## config.mk

```make
export PLATFORM = sky130hd
export DESIGN_NAME = front_panel_status_control
export DESIGN_NICKNAME = d
export VERILOG_FILES = /design/src/front_panel_pkg.sv /design/src/front_panel_status_control.sv
export SDC_FILE = /design/constraint.sdc
export NUM_CORES = 1
export LEC_CHECK = 0
export ABC_AREA = 1
export BUFFER_PORTS_ARGS = -buffer_cell sky130_fd_sc_hd__buf_2
export CAP_MARGIN = 40
export CORE_AREA = 5 5 257 259
export CTS_CLUSTER_DIAMETER = 40
export DETAILED_ROUTE_END_ITERATION = 12
export DIE_AREA = 0 0 262 264
export PLACE_DENSITY = 0.47
export SLEW_MARGIN = 30
export SYNTH_ARGS = -nofsm -noshare
export SYNTH_HDL_FRONTEND = slang
export SYNTH_SLANG_ARGS = --single-unit
```

## constraint.sdc

```tcl
create_clock -name sys_clk -period 3 [get_ports sys_clk]
set_input_delay 0.6 -clock sys_clk [delete_from_list [all_inputs] [get_ports sys_clk]]
set_output_delay 0.6 -clock sys_clk [all_outputs]
set_load 0.005 [all_outputs]
```

## src/front_panel_pkg.sv

```systemverilog
package front_panel_pkg;
    // register byte offsets
    localparam logic [11:0] CTRL_OFS   = 12'h000;
    localparam logic [11:0] AGAIN_OFS  = 12'h004;
    localparam logic [11:0] VGAIN_OFS  = 12'h008;
    localparam logic [11:0] STATUS_OFS = 12'h00c;
    localparam logic [11:0] EDIT_OFS   = 12'h010;
    localparam logic [11:0] PARAM_OFS  = 12'h040;
    localparam logic [11:0] PARAM_END  = 12'h07c;
    // control field positions
    localparam int CTRL_AMODE = 0;
    localparam int CTRL_FMT   = 2;
    localparam int CTRL_ASP   = 5;
    localparam int CTRL_BARS  = 7;
    localparam int CTRL_GRAT  = 8;
    localparam int CTRL_W     = 9;
    // audio i/o modes
    localparam logic [1:0] AM_MUX8  = 2'h0;
    localparam logic [1:0] AM_MUX4  = 2'h1;
    localparam logic [1:0] AM_DEMUX = 2'h2;
    // output formats
    localparam logic [2:0] FMT_1080I  = 3'h0;
    localparam logic [2:0] FMT_720P   = 3'h1;
    localparam logic [2:0] FMT_1080P  = 3'h2;
    localparam logic [2:0] FMT_1080SF = 3'h3;
    localparam logic [2:0] FMT_SD     = 3'h4;
    // aspect modes
    localparam logic [1:0] ASP_ANAM   = 2'h0;
    localparam logic [1:0] ASP_BOX    = 2'h1;
    localparam logic [1:0] ASP_CROP   = 2'h2;
    localparam logic [1:0] ASP_MANUAL = 2'h3;
    // reference status codes
    localparam logic [2:0] REF_MISMATCH = 3'h0;
    localparam logic [2:0] REF_UNLOCKED = 3'h1;
    localparam logic [2:0] REF_TLS_LOCK = 3'h2;
    localparam logic [2:0] REF_NONE     = 3'h3;
    localparam logic [2:0] REF_525_LOCK = 3'h4;
    localparam logic [2:0] REF_625_LOCK = 3'h5;
    // lamp colours
    localparam logic [1:0] LAMP_OFF    = 2'h0;
    localparam logic [1:0] LAMP_GREEN  = 2'h1;
    localparam logic [1:0] LAMP_RED    = 2'h2;
    localparam logic [1:0] LAMP_YELLOW = 2'h3;
    // gain and reset values
    localparam logic [7:0]  GAIN_UNITY  = 8'h80;
    localparam logic [7:0]  PARAM_RESET = 8'h00;
    localparam logic [7:0]  PARAM_MAX   = 8'hff;
    localparam logic [8:0]  CTRL_RESET  = 9'h000;
    localparam int NUM_PAIRS    = 4;
    localparam int NUM_SECTIONS = 4;
    localparam int NUM_SEL      = 4;
    localparam int NUM_PARAMS   = NUM_SECTIONS * NUM_SEL;
    // synchroniser bit positions
    localparam int SY_MODE  = 0;
    localparam int SY_RIGHT = 1;
    localparam int SY_LEFT  = 2;
    localparam int SY_EMBED = 3;
    localparam int SY_SDI   = 4;
    localparam int SY_HD    = 5;
    localparam int SY_REF   = 6;
    localparam int SY_LASER = 7;
    localparam int SY_RSTAT = 8;
    localparam int SY_OVER  = 11;
    localparam int SY_HOT   = 15;
    localparam int SYNC_W   = 19;
    // timing
    localparam longint CLK_HZ        = 10_000_000;
    localparam longint COMMIT_TIME_S = 15;
    localparam longint BLINK_TIME_MS = 250;
    localparam int COMMIT_CYC = int'(COMMIT_TIME_S * CLK_HZ);
    localparam int BLINK_CYC  = int'((BLINK_TIME_MS * CLK_HZ) / 1000);
endpackage

```

## src/front_panel_status_control.sv

```systemverilog
// The implementer's own choices: the register addresses and the APB slave port.
`timescale 1ns/10ps
module front_panel_status_control #(
    parameter int COMMIT_CYCLES = front_panel_pkg::COMMIT_CYC,
    parameter int BLINK_CYCLES  = front_panel_pkg::BLINK_CYC
) (
    input  wire logic        sys_clk,
    input  wire logic        reset,
    input  wire logic        psel,
    input  wire logic        penable,
    input  wire logic        pwrite,
    input  wire logic [11:0] paddr,
    input  wire logic [31:0] pwdata,
    output logic      [31:0] prdata,
    output logic             pready,
    output logic             pslverr,
    input  wire logic        btn_mode,
    input  wire logic        btn_right,
    input  wire logic        btn_left,
    input  wire logic        embed_detect,
    input  wire logic        input_is_sdi,
    input  wire logic        input_is_hd,
    input  wire logic        ref_valid,
    input  wire logic        laser_detect,
    input  wire logic [2:0]  ref_status,
    input  wire logic [3:0]  level_over,
    input  wire logic [3:0]  level_hot,
    output logic [3:0]       audio_port_out,
    output logic [7:0]       port_chan_count,
    output logic             cpst_out_en,
    output logic [1:0]       embed_lamp,
    output logic [7:0]       gain_lamp,
    output logic [7:0]       level_meter_lamp,
    output logic [1:0]       mon_vol_lamp,
    output logic [2:0]       audio_mode_lamp,
    output logic             in_hd_lamp,
    output logic             in_sd_lamp,
    output logic             ref_lamp,
    output logic [4:0]       fmt_lamp,
    output logic [1:0]       laser_lamp,
    output logic [3:0]       aspect_lamp,
    output logic [1:0]       bars_lamp,
    output logic [1:0]       grat_lamp,
    output logic [1:0]       vgain_lamp,
    output logic             param_lamp_on,
    output logic [3:0]       param_lamp_idx,
    output logic             nv_we,
    output logic [3:0]       nv_addr,
    output logic [7:0]       nv_data
);
    import front_panel_pkg::*;

    typedef struct packed {
        logic [SYNC_W-1:0]          sync1;
        logic [SYNC_W-1:0]          sync2;
        logic [2:0]                 btn_prev;
        logic [CTRL_W-1:0]          ctrl;
        logic [NUM_PAIRS-1:0][7:0]  pair_gain;
        logic [7:0]                 vid_gain;
        logic [7:0]                 mon_vol;
        logic                       edit_on;
        logic                       adjust;
        logic [1:0]                 section;
        logic [1:0]                 sel;
        logic [NUM_PARAMS-1:0][7:0] params;
        logic                       pending;
        logic [3:0]                 pend_idx;
        logic [31:0]                timer;
        logic [31:0]                blink_cnt;
        logic                       blink_ph;
        logic                       nv_we;
        logic [3:0]                 nv_addr;
        logic [7:0]                 nv_data;
        logic [3:0]                 port_out;
        logic [7:0]                 chan_cnt;
        logic                       cpst_en;
        logic [1:0]                 embed_lamp;
        logic [7:0]                 gain_lamp;
        logic [7:0]                 level_lamp;
        logic [1:0]                 mon_lamp;
        logic [2:0]                 amode_lamp;
        logic                       hd_lamp;
        logic                       sd_lamp;
        logic                       ref_lamp;
        logic [4:0]                 fmt_lamp;
        logic [1:0]                 laser_lamp;
        logic [3:0]                 asp_lamp;
        logic [1:0]                 bars_lamp;
        logic [1:0]                 grat_lamp;
        logic [1:0]                 vgain_lamp;
        logic                       plamp_on;
        logic [3:0]                 plamp_idx;
        logic                       pready;
        logic                       pslverr;
        logic [31:0]                prdata;
    } state_t;

    state_t st_r;
    state_t st_nxt;

    logic [2:0] btn_rise;
    logic       both_arrows;
    logic       edit_evt;
    logic [3:0] cur_idx;
    logic [1:0] amode;
    logic [2:0] fmt;
    logic [1:0] asp;
    logic       wr_take;

    // decoded views of the current state
    assign btn_rise    = st_r.sync2[SY_LEFT:SY_MODE] & ~st_r.btn_prev;
    assign both_arrows = btn_rise[SY_RIGHT] & btn_rise[SY_LEFT];
    assign edit_evt    = st_r.edit_on & st_r.adjust & ~both_arrows
                         & (btn_rise[SY_RIGHT] | btn_rise[SY_LEFT]) & ~btn_rise[SY_MODE];
    assign cur_idx     = {st_r.section, st_r.sel};
    assign amode       = st_r.ctrl[CTRL_AMODE +: 2];
    assign fmt         = st_r.ctrl[CTRL_FMT +: 3];
    assign asp         = st_r.ctrl[CTRL_ASP +: 2];
    assign wr_take     = psel & penable & st_r.pready & pwrite;

    // next-state logic
    always_comb begin
        st_nxt = st_r;
        // two-flop synchroniser for all button and status pins
        st_nxt.sync1 = {level_hot, level_over, ref_status, laser_detect, ref_valid,
                        input_is_hd, input_is_sdi, embed_detect, btn_left, btn_right,
                        btn_mode};
        st_nxt.sync2    = st_r.sync1;
        st_nxt.btn_prev = st_r.sync2[SY_LEFT:SY_MODE];

        // apb slave, zero wait states, answer prepared in setup cycle
        st_nxt.pready  = psel & ~penable;
        st_nxt.pslverr = 1'b0;
        st_nxt.prdata  = 32'h0;
        if (psel && !penable && !pwrite) begin
            unique case (paddr)
                CTRL_OFS:   st_nxt.prdata = {23'h0, st_r.ctrl};
                AGAIN_OFS:  st_nxt.prdata = st_r.pair_gain;
                VGAIN_OFS:  st_nxt.prdata = {16'h0, st_r.mon_vol, st_r.vid_gain};
                // reference state passed through as one of six codes
                STATUS_OFS: st_nxt.prdata = {16'h0, st_r.sync2[SY_OVER +: 8],
                                             st_r.sync2[SY_RSTAT +: 3],
                                             st_r.sync2[SY_LASER:SY_EMBED]};
                EDIT_OFS:   st_nxt.prdata = {20'h0, st_r.pend_idx, st_r.pending,
                                             st_r.adjust, st_r.sel, st_r.section,
                                             1'b0, st_r.edit_on};
                default: begin
                    if (paddr >= PARAM_OFS && paddr <= PARAM_END && paddr[1:0] == 2'h0) begin
                        st_nxt.prdata = {24'h0, st_r.params[paddr[5:2]]};
                    end else begin
                        st_nxt.pslverr = 1'b1;
                    end
                end
            endcase
        end else if (psel && !penable) begin
            st_nxt.pslverr = !(paddr == CTRL_OFS || paddr == AGAIN_OFS
                               || paddr == VGAIN_OFS || paddr == STATUS_OFS
                               || paddr == EDIT_OFS
                               || (paddr >= PARAM_OFS && paddr <= PARAM_END
                                   && paddr[1:0] == 2'h0));
        end
        // writes land at the access edge; read-only words ignore writes
        if (wr_take) begin
            unique case (paddr)
                CTRL_OFS:  st_nxt.ctrl = pwdata[CTRL_W-1:0];
                AGAIN_OFS: st_nxt.pair_gain = pwdata;
                VGAIN_OFS: begin
                    st_nxt.vid_gain = pwdata[7:0];
                    st_nxt.mon_vol  = pwdata[15:8];
                end
                default: ;
            endcase
        end

        // front-panel button handling
        if (btn_rise[SY_MODE]) begin
            st_nxt.edit_on = 1'b1;
            st_nxt.section = st_r.edit_on ? st_r.section + 2'h1 : 2'h0;
            st_nxt.sel     = 2'h0;
            st_nxt.adjust  = 1'b0;
        end else if (st_r.edit_on && both_arrows) begin
            st_nxt.adjust = ~st_r.adjust; // both arrows swap select/adjust
        end else if (st_r.edit_on && !st_r.adjust) begin
            if (btn_rise[SY_RIGHT]) begin
                st_nxt.sel = st_r.sel + 2'h1;
            end else if (btn_rise[SY_LEFT]) begin
                st_nxt.sel = st_r.sel - 2'h1;
            end
        end else if (edit_evt) begin
            if (btn_rise[SY_RIGHT] && st_r.params[cur_idx] != PARAM_MAX) begin
                st_nxt.params[cur_idx] = st_r.params[cur_idx] + 8'h01;
            end else if (btn_rise[SY_LEFT] && st_r.params[cur_idx] != 8'h00) begin
                st_nxt.params[cur_idx] = st_r.params[cur_idx] - 8'h01;
            end
        end

        // commit timer: storage written when the interval expires or another parameter takes over
        st_nxt.nv_we = 1'b0;
        if (edit_evt) begin
            if (st_r.pending && st_r.pend_idx != cur_idx) begin
                // another parameter took over: old one commits now
                st_nxt.nv_we   = 1'b1;
                st_nxt.nv_addr = st_r.pend_idx;
                st_nxt.nv_data = st_r.params[st_r.pend_idx];
            end
            st_nxt.pending  = 1'b1;
            st_nxt.pend_idx = cur_idx;
            st_nxt.timer    = 32'(COMMIT_CYCLES - 1);
        end else if (st_r.pending) begin
            if (st_r.timer == 32'h0) begin
                st_nxt.pending = 1'b0;
                st_nxt.nv_we   = 1'b1;
                st_nxt.nv_addr = st_r.pend_idx;
                st_nxt.nv_data = st_r.params[st_r.pend_idx];
            end else begin
                st_nxt.timer = st_r.timer - 32'h1;
            end
        end

        // blink clock for the pending parameter lamp
        if (st_r.blink_cnt == 32'h0) begin
            st_nxt.blink_cnt = 32'(BLINK_CYCLES - 1);
            st_nxt.blink_ph  = ~st_r.blink_ph;
        end else begin
            st_nxt.blink_cnt = st_r.blink_cnt - 32'h1;
        end
        st_nxt.plamp_on  = st_r.pending ? st_r.blink_ph : st_r.edit_on;
        st_nxt.plamp_idx = st_r.pending ? st_r.pend_idx : cur_idx;

        // audio port directions, one channel pair of two channels each
        unique case (amode)
            AM_DEMUX: st_nxt.port_out = 4'hf;
            AM_MUX4:  st_nxt.port_out = 4'hc;
            default:  st_nxt.port_out = 4'h0;
        endcase
        st_nxt.chan_cnt   = {NUM_PAIRS{2'h2}};
        st_nxt.amode_lamp = 3'(3'h1 << amode);

        // video lamps and composite enable
        st_nxt.cpst_en    = (fmt == FMT_SD);
        st_nxt.embed_lamp = (st_r.sync2[SY_EMBED] && st_r.sync2[SY_SDI])
                            ? LAMP_GREEN : LAMP_OFF;
        st_nxt.hd_lamp    = st_r.sync2[SY_HD];
        st_nxt.sd_lamp    = ~st_r.sync2[SY_HD];
        st_nxt.ref_lamp   = st_r.sync2[SY_REF];
        st_nxt.fmt_lamp   = 5'(5'h01 << fmt);
        st_nxt.laser_lamp = st_r.sync2[SY_LASER] ? LAMP_GREEN : LAMP_OFF;
        st_nxt.asp_lamp   = 4'(4'h1 << asp);
        st_nxt.bars_lamp  = st_r.ctrl[CTRL_BARS] ? LAMP_GREEN : LAMP_OFF;
        st_nxt.grat_lamp  = st_r.ctrl[CTRL_GRAT] ? LAMP_GREEN : LAMP_OFF;
        st_nxt.vgain_lamp = (st_r.vid_gain == GAIN_UNITY) ? LAMP_GREEN : LAMP_RED;
        st_nxt.mon_lamp   = (st_r.mon_vol == GAIN_UNITY) ? LAMP_GREEN : LAMP_RED;

        // per-pair gain and level lamps
        for (int p = 0; p < NUM_PAIRS; p++) begin
            st_nxt.gain_lamp[2*p +: 2] = (st_r.pair_gain[p] == GAIN_UNITY)
                                         ? LAMP_GREEN : LAMP_RED;
            if (st_r.sync2[SY_OVER + p]) begin
                st_nxt.level_lamp[2*p +: 2] = LAMP_RED;
            end else if (st_r.sync2[SY_HOT + p]) begin
                st_nxt.level_lamp[2*p +: 2] = LAMP_YELLOW;
            end else begin
                st_nxt.level_lamp[2*p +: 2] = st_nxt.gain_lamp[2*p +: 2];
            end
        end
    end

    // state register; reset drops any uncommitted edit
    always_ff @(posedge sys_clk) begin
        if (reset) begin
            st_r           <= '0;
            st_r.ctrl      <= CTRL_RESET;
            st_r.pair_gain <= {NUM_PAIRS{GAIN_UNITY}};
            st_r.vid_gain  <= GAIN_UNITY;
            st_r.mon_vol   <= GAIN_UNITY;
            st_r.params    <= {NUM_PARAMS{PARAM_RESET}};
        end else begin
            st_r <= st_nxt;
        end
    end

    // outputs straight from the state register
    assign prdata           = st_r.prdata;
    assign pready           = st_r.pready;
    assign pslverr          = st_r.pslverr;
    assign audio_port_out   = st_r.port_out;
    assign port_chan_count  = st_r.chan_cnt;
    assign cpst_out_en      = st_r.cpst_en;
    assign embed_lamp       = st_r.embed_lamp;
    assign gain_lamp        = st_r.gain_lamp;
    assign level_meter_lamp = st_r.level_lamp;
    assign mon_vol_lamp     = st_r.mon_lamp;
    assign audio_mode_lamp  = st_r.amode_lamp;
    assign in_hd_lamp       = st_r.hd_lamp;
    assign in_sd_lamp       = st_r.sd_lamp;
    assign ref_lamp         = st_r.ref_lamp;
    assign fmt_lamp         = st_r.fmt_lamp;
    assign laser_lamp       = st_r.laser_lamp;
    assign aspect_lamp      = st_r.asp_lamp;
    assign bars_lamp        = st_r.bars_lamp;
    assign grat_lamp        = st_r.grat_lamp;
    assign vgain_lamp       = st_r.vgain_lamp;
    assign param_lamp_on    = st_r.plamp_on;
    assign param_lamp_idx   = st_r.plamp_idx;
    assign nv_we            = st_r.nv_we;
    assign nv_addr          = st_r.nv_addr;
    assign nv_data          = st_r.nv_data;
endmodule

```

==> run summary <==
Outcome: finished, final reports clean
Synth Area in Compound Gates: 14.8%
Drt wl/cell: 18.9 µm
Unrepaired setup endpoints after global routing: yes
Clk buf depth: 3
Clock slew at reported path FFs: 60 ps
Post-synthesis register bit count: 397
Clock power frac: 54.0%
Gate power share: 12.5%
Leakage Power: 11.2 nW
Drt drc: 0
R2r startpoint: cur_idx[0]
Mapped cell area: 0.0201 mm²
Final WL: 75,800 µm
Critical path depth: 19
Crit path launch type: flip-flop
Pwr/cell area: 684 mW/mm²
Core box area: 0.0636 mm²
Post-synth top flop: dfxtp_1
CP Buf/Inv Count: 3
F_max: 345 MHz
NetSw: 0.00480 W
CP Max Fanout: 26
Initial antenna violation count: 1
Mean Syn Cell Area: 6.79 µm²
Ys async rst share: 0%
Die Area: 0.0692 mm²
Cell breakdown of the critical path: buf_12, nand2_1, o21ai_1, nand2_1, nand3_1, nand3_2, nand2_2, inv_1, ha_1, nand3_1, nor2_2, nand3_1, nand2_1, nand2_4, buf_12, nand3_2, nand2_1, nand2_1, nor2_1
Top-area cell type share of the netlist area: 39.5%
# diodes: 0
Port bufs: 167
DR vias: 20.0k
Skew-Pair Late Insertion Delay: 630 ps
Ratio of cells with drive above 1 in the final layout: 16.1%
RD Place Congestion: 0.863
Peak supply drop: 0.451 mV
Tmin final: 2900 ps
Cell types with the largest area share after synthesis: dfxtp_1 (39%), nand2_1 (11%), nor2_1 (10%)
CTS buffer count: 81
Max-Cap Viols: 0
FILL cells: 6,740
Net Sw Frac: 28.4%
1st-iter DRT viols: 1,899
Worst setup startpoint: cur_idx[0]
Max Slew Vio Count: 0
HP Start: level_over[3]
Required @ worst endpoint: 3550 ps
Main combinational cell family by area after synthesis: simple AND/OR/NAND/NOR gates
Synth Area in Adders: 0.621%
Starting Density: 31.6%
Post-DP HPWL: 50,000 µm
Crit path DAT: 3460 ps
Pint: 0.0121 W
Placed Instance Area: 0.0215 mm²
Slowest stage delay, CP: 420 ps
Cell area after layout: 0.0247 mm²
Period utilization: 96.8%
Multiplexer share of the synthesized area: 0%
GRT Total Usage: 20.4%
Post-synthesis xor/xnor area fraction: 0.951%
Most used cell, CP: nand2_1
Top-level I/O count: 176
Util after Layout: 38.8%
Row count: 93
Largest net degree at the start of global routing: 191
Layout Nets: 3,167
Tightest Pin Transition: 1090 ps
Hold depth: 3
Clock sink total: 397
Delay-heaviest family, CP: simple AND/OR/NAND/NOR gates
CTS tree: yes
Post-Synth Simple-Gate Area: 29.6%
CTS HTree Levels: 3
Worst Setup End Kind: flip-flop
Die Height: 264 µm
Flop pwr share: 33.6%
Area leader, netlist: dfxtp_1
First-pass GRT wire length: 111,000 µm
Slowest-stage cell, CP: dfxtp_4
Hold_buf cts: 0
Mapped Cells: 2,967
Initial DRT Pass Iterations: 11
Fin. Hold Viols: 0
CTS root buf: clkbuf_16
Final setup viols: 0
Vias per cell: 5.00
Seq/Total Area, Yosys: 39.5%
Post-synth EDFFs: 0
Synth warnings: 0
Setup Skew: 24.0 ps
Slew headroom: 27.6%
Vias in the first global route: 18.8k
Crit Path Category: flip-flop to flip-flop
Post-DRT Antenna Nets: 0
Die X: 262 µm
P&R area growth vs syn: 22.6%
Final setup TNS: 0 ps
FF-to-FF path depth: 19
Worst hold path type: primary input to flip-flop
Synth cell types: 51
Grt ovf: 0
[worst reg2reg max path, cell delays in order (launching register included)]
cell     delay (ps)
dfxtp_4         420
buf_12          210
nand2_1          90
o21ai_1         100
nand2_1          70
nand3_1         140
nand3_2         160
nand2_2         140
inv_1            50
ha_1            200
nand3_1         100
nor2_2           60
nand3_1          70
nand2_1          80
nand2_4         160
buf_12          170
nand3_2         280
nand2_1         170
nand2_1          60
nor2_1          120
[kinds of logic (layout without fill, tap and decap cells)]
family / Yosys count / count (layout)
adder cells (fa/ha/maj): 10 / 10
XOR/XNOR: 21 / 21
AO/OA/AOI/OAI: 513 / 513
buffers and inverters: 620 / 791
other: 1 / 8
AND/OR/NAND/NOR: 1405 / 1416
flip-flops: 397 / 397
[power groups by stage]
stage	clock (W)	combinational [W]	sequential [W]
final	0.00912	0.00210	0.00568
after global routing	0.00955	0.00237	0.00570
after CTS	0.00930	0.00206	0.00567
after detailed placement	0	0.00205	0.00578
after global placement	0	0.00204	0.00578
after floorplan	0	0.00141	0.00574
[sequential cells by signal, summed over array words and instances (netlist names), 3 cells and up]
register and count:
nv_data 8, param_lamp_idx 4, st_r 267, cur_idx 4, fmt_lamp 5, gain_lamp 8
level_meter_lamp 8, nv_addr 4, st_nxt 24, prdata 32, fmt 3, aspect_lamp 4
audio_mode_lamp 3
[cell usage in the layout, fill, tap and decap left out, types with 10 or more instances in the layout]
| master | count |
|---|---|
| xnor2_1 | 11 |
| nand2_1 | 583 |
| nand4_1 | 29 |
| o221ai_1 | 14 |
| nand2_2 | 16 |
| buf_2 | 166 |
| o311ai_0 | 12 |
| clkbuf_8 | 11 |
| dfxtp_1 | 394 |
| a31oi_1 | 16 |
| nand3_4 | 20 |
| o22ai_1 | 52 |
| o21ai_0 | 156 |
| o21ai_1 | 25 |
| nand3_1 | 124 |
| a21oi_1 | 156 |
| inv_1 | 349 |
| a211oi_1 | 42 |
| nor2_1 | 541 |
| ha_1 | 10 |
| nor4_1 | 18 |
| buf_4 | 81 |
| clkinv_2 | 14 |
| clkbuf_16 | 85 |
| o211ai_1 | 15 |
| or2_2 | 14 |
| nor3_1 | 37 |
| inv_6 | 12 |
| buf_12 | 21 |
[Yosys cell counts, types with 7 or more instances]
master / n
nand2_1: 589
nor2_1: 545
dfxtp_1: 397
inv_1: 352
a21oi_1: 156
o21ai_0: 156
nand3_1: 125
buf_4: 112
clkbuf_1: 92
o22ai_1: 52
a211oi_1: 42
nor3_1: 37
nand4_1: 29
buf_2: 27
o21ai_1: 25
buf_6: 18
nor4_1: 18
a31oi_1: 16
o211ai_1: 15
nand3_4: 14
o221ai_1: 14
or2_2: 14
o311ai_0: 12
xnor2_1: 11
ha_1: 10
nand2_2: 10
xor2_1: 9
a221oi_1: 7
buf_1: 7
[layout make-up]
class	instances	area, µm²	share of cell area, %
Clock inverter	53	609	2.47
Clock buffer	97	2200	8.90
Sequential cell	397	7950	32.2
Tap cell	855	1070	4.33
Timing Repair Buffer	279	2030	8.23
Multi-Input combinational cell	1968	9470	38.3
Inverter	362	1370	5.53
[layer usage]
layer	GRT usage, %	vias to the layer above	part of all wire [%]
met2	32.8	823	46
met3	3.66	176	7.4
met1	27.5	9313	43
li1	-	9737	-
met4	6.84	0	3.5
met5	0	-	0
[final timing paths]
check | end | slack [ps]
max | st_r[253] | 100
min | st_nxt[386] | 190
max reg2reg | st_r[253] | 100
min reg2reg | st_r[376] | 400
[per-stage QoR]
step                      std cells  hold WS (ps)  total power (W)  setup slack [ps]
after global routing           4011           169           0.0176             -11.2
after global placement         3841           393          0.00782               108
after detailed placement       3843           396          0.00783              63.9
after CTS                      3993           161           0.0170              41.8
after floorplan                2974           388          0.00715              77.6
final                          4011           189           0.0169              97.3
[repair_timing]
item | in CTS | in global routing
setup buffers | 0 | 2
setup endpoints to repair | 0 | 128
gates resized for setup | 0 | 28
No activity file was read; power rests on OpenSTA's default activity.
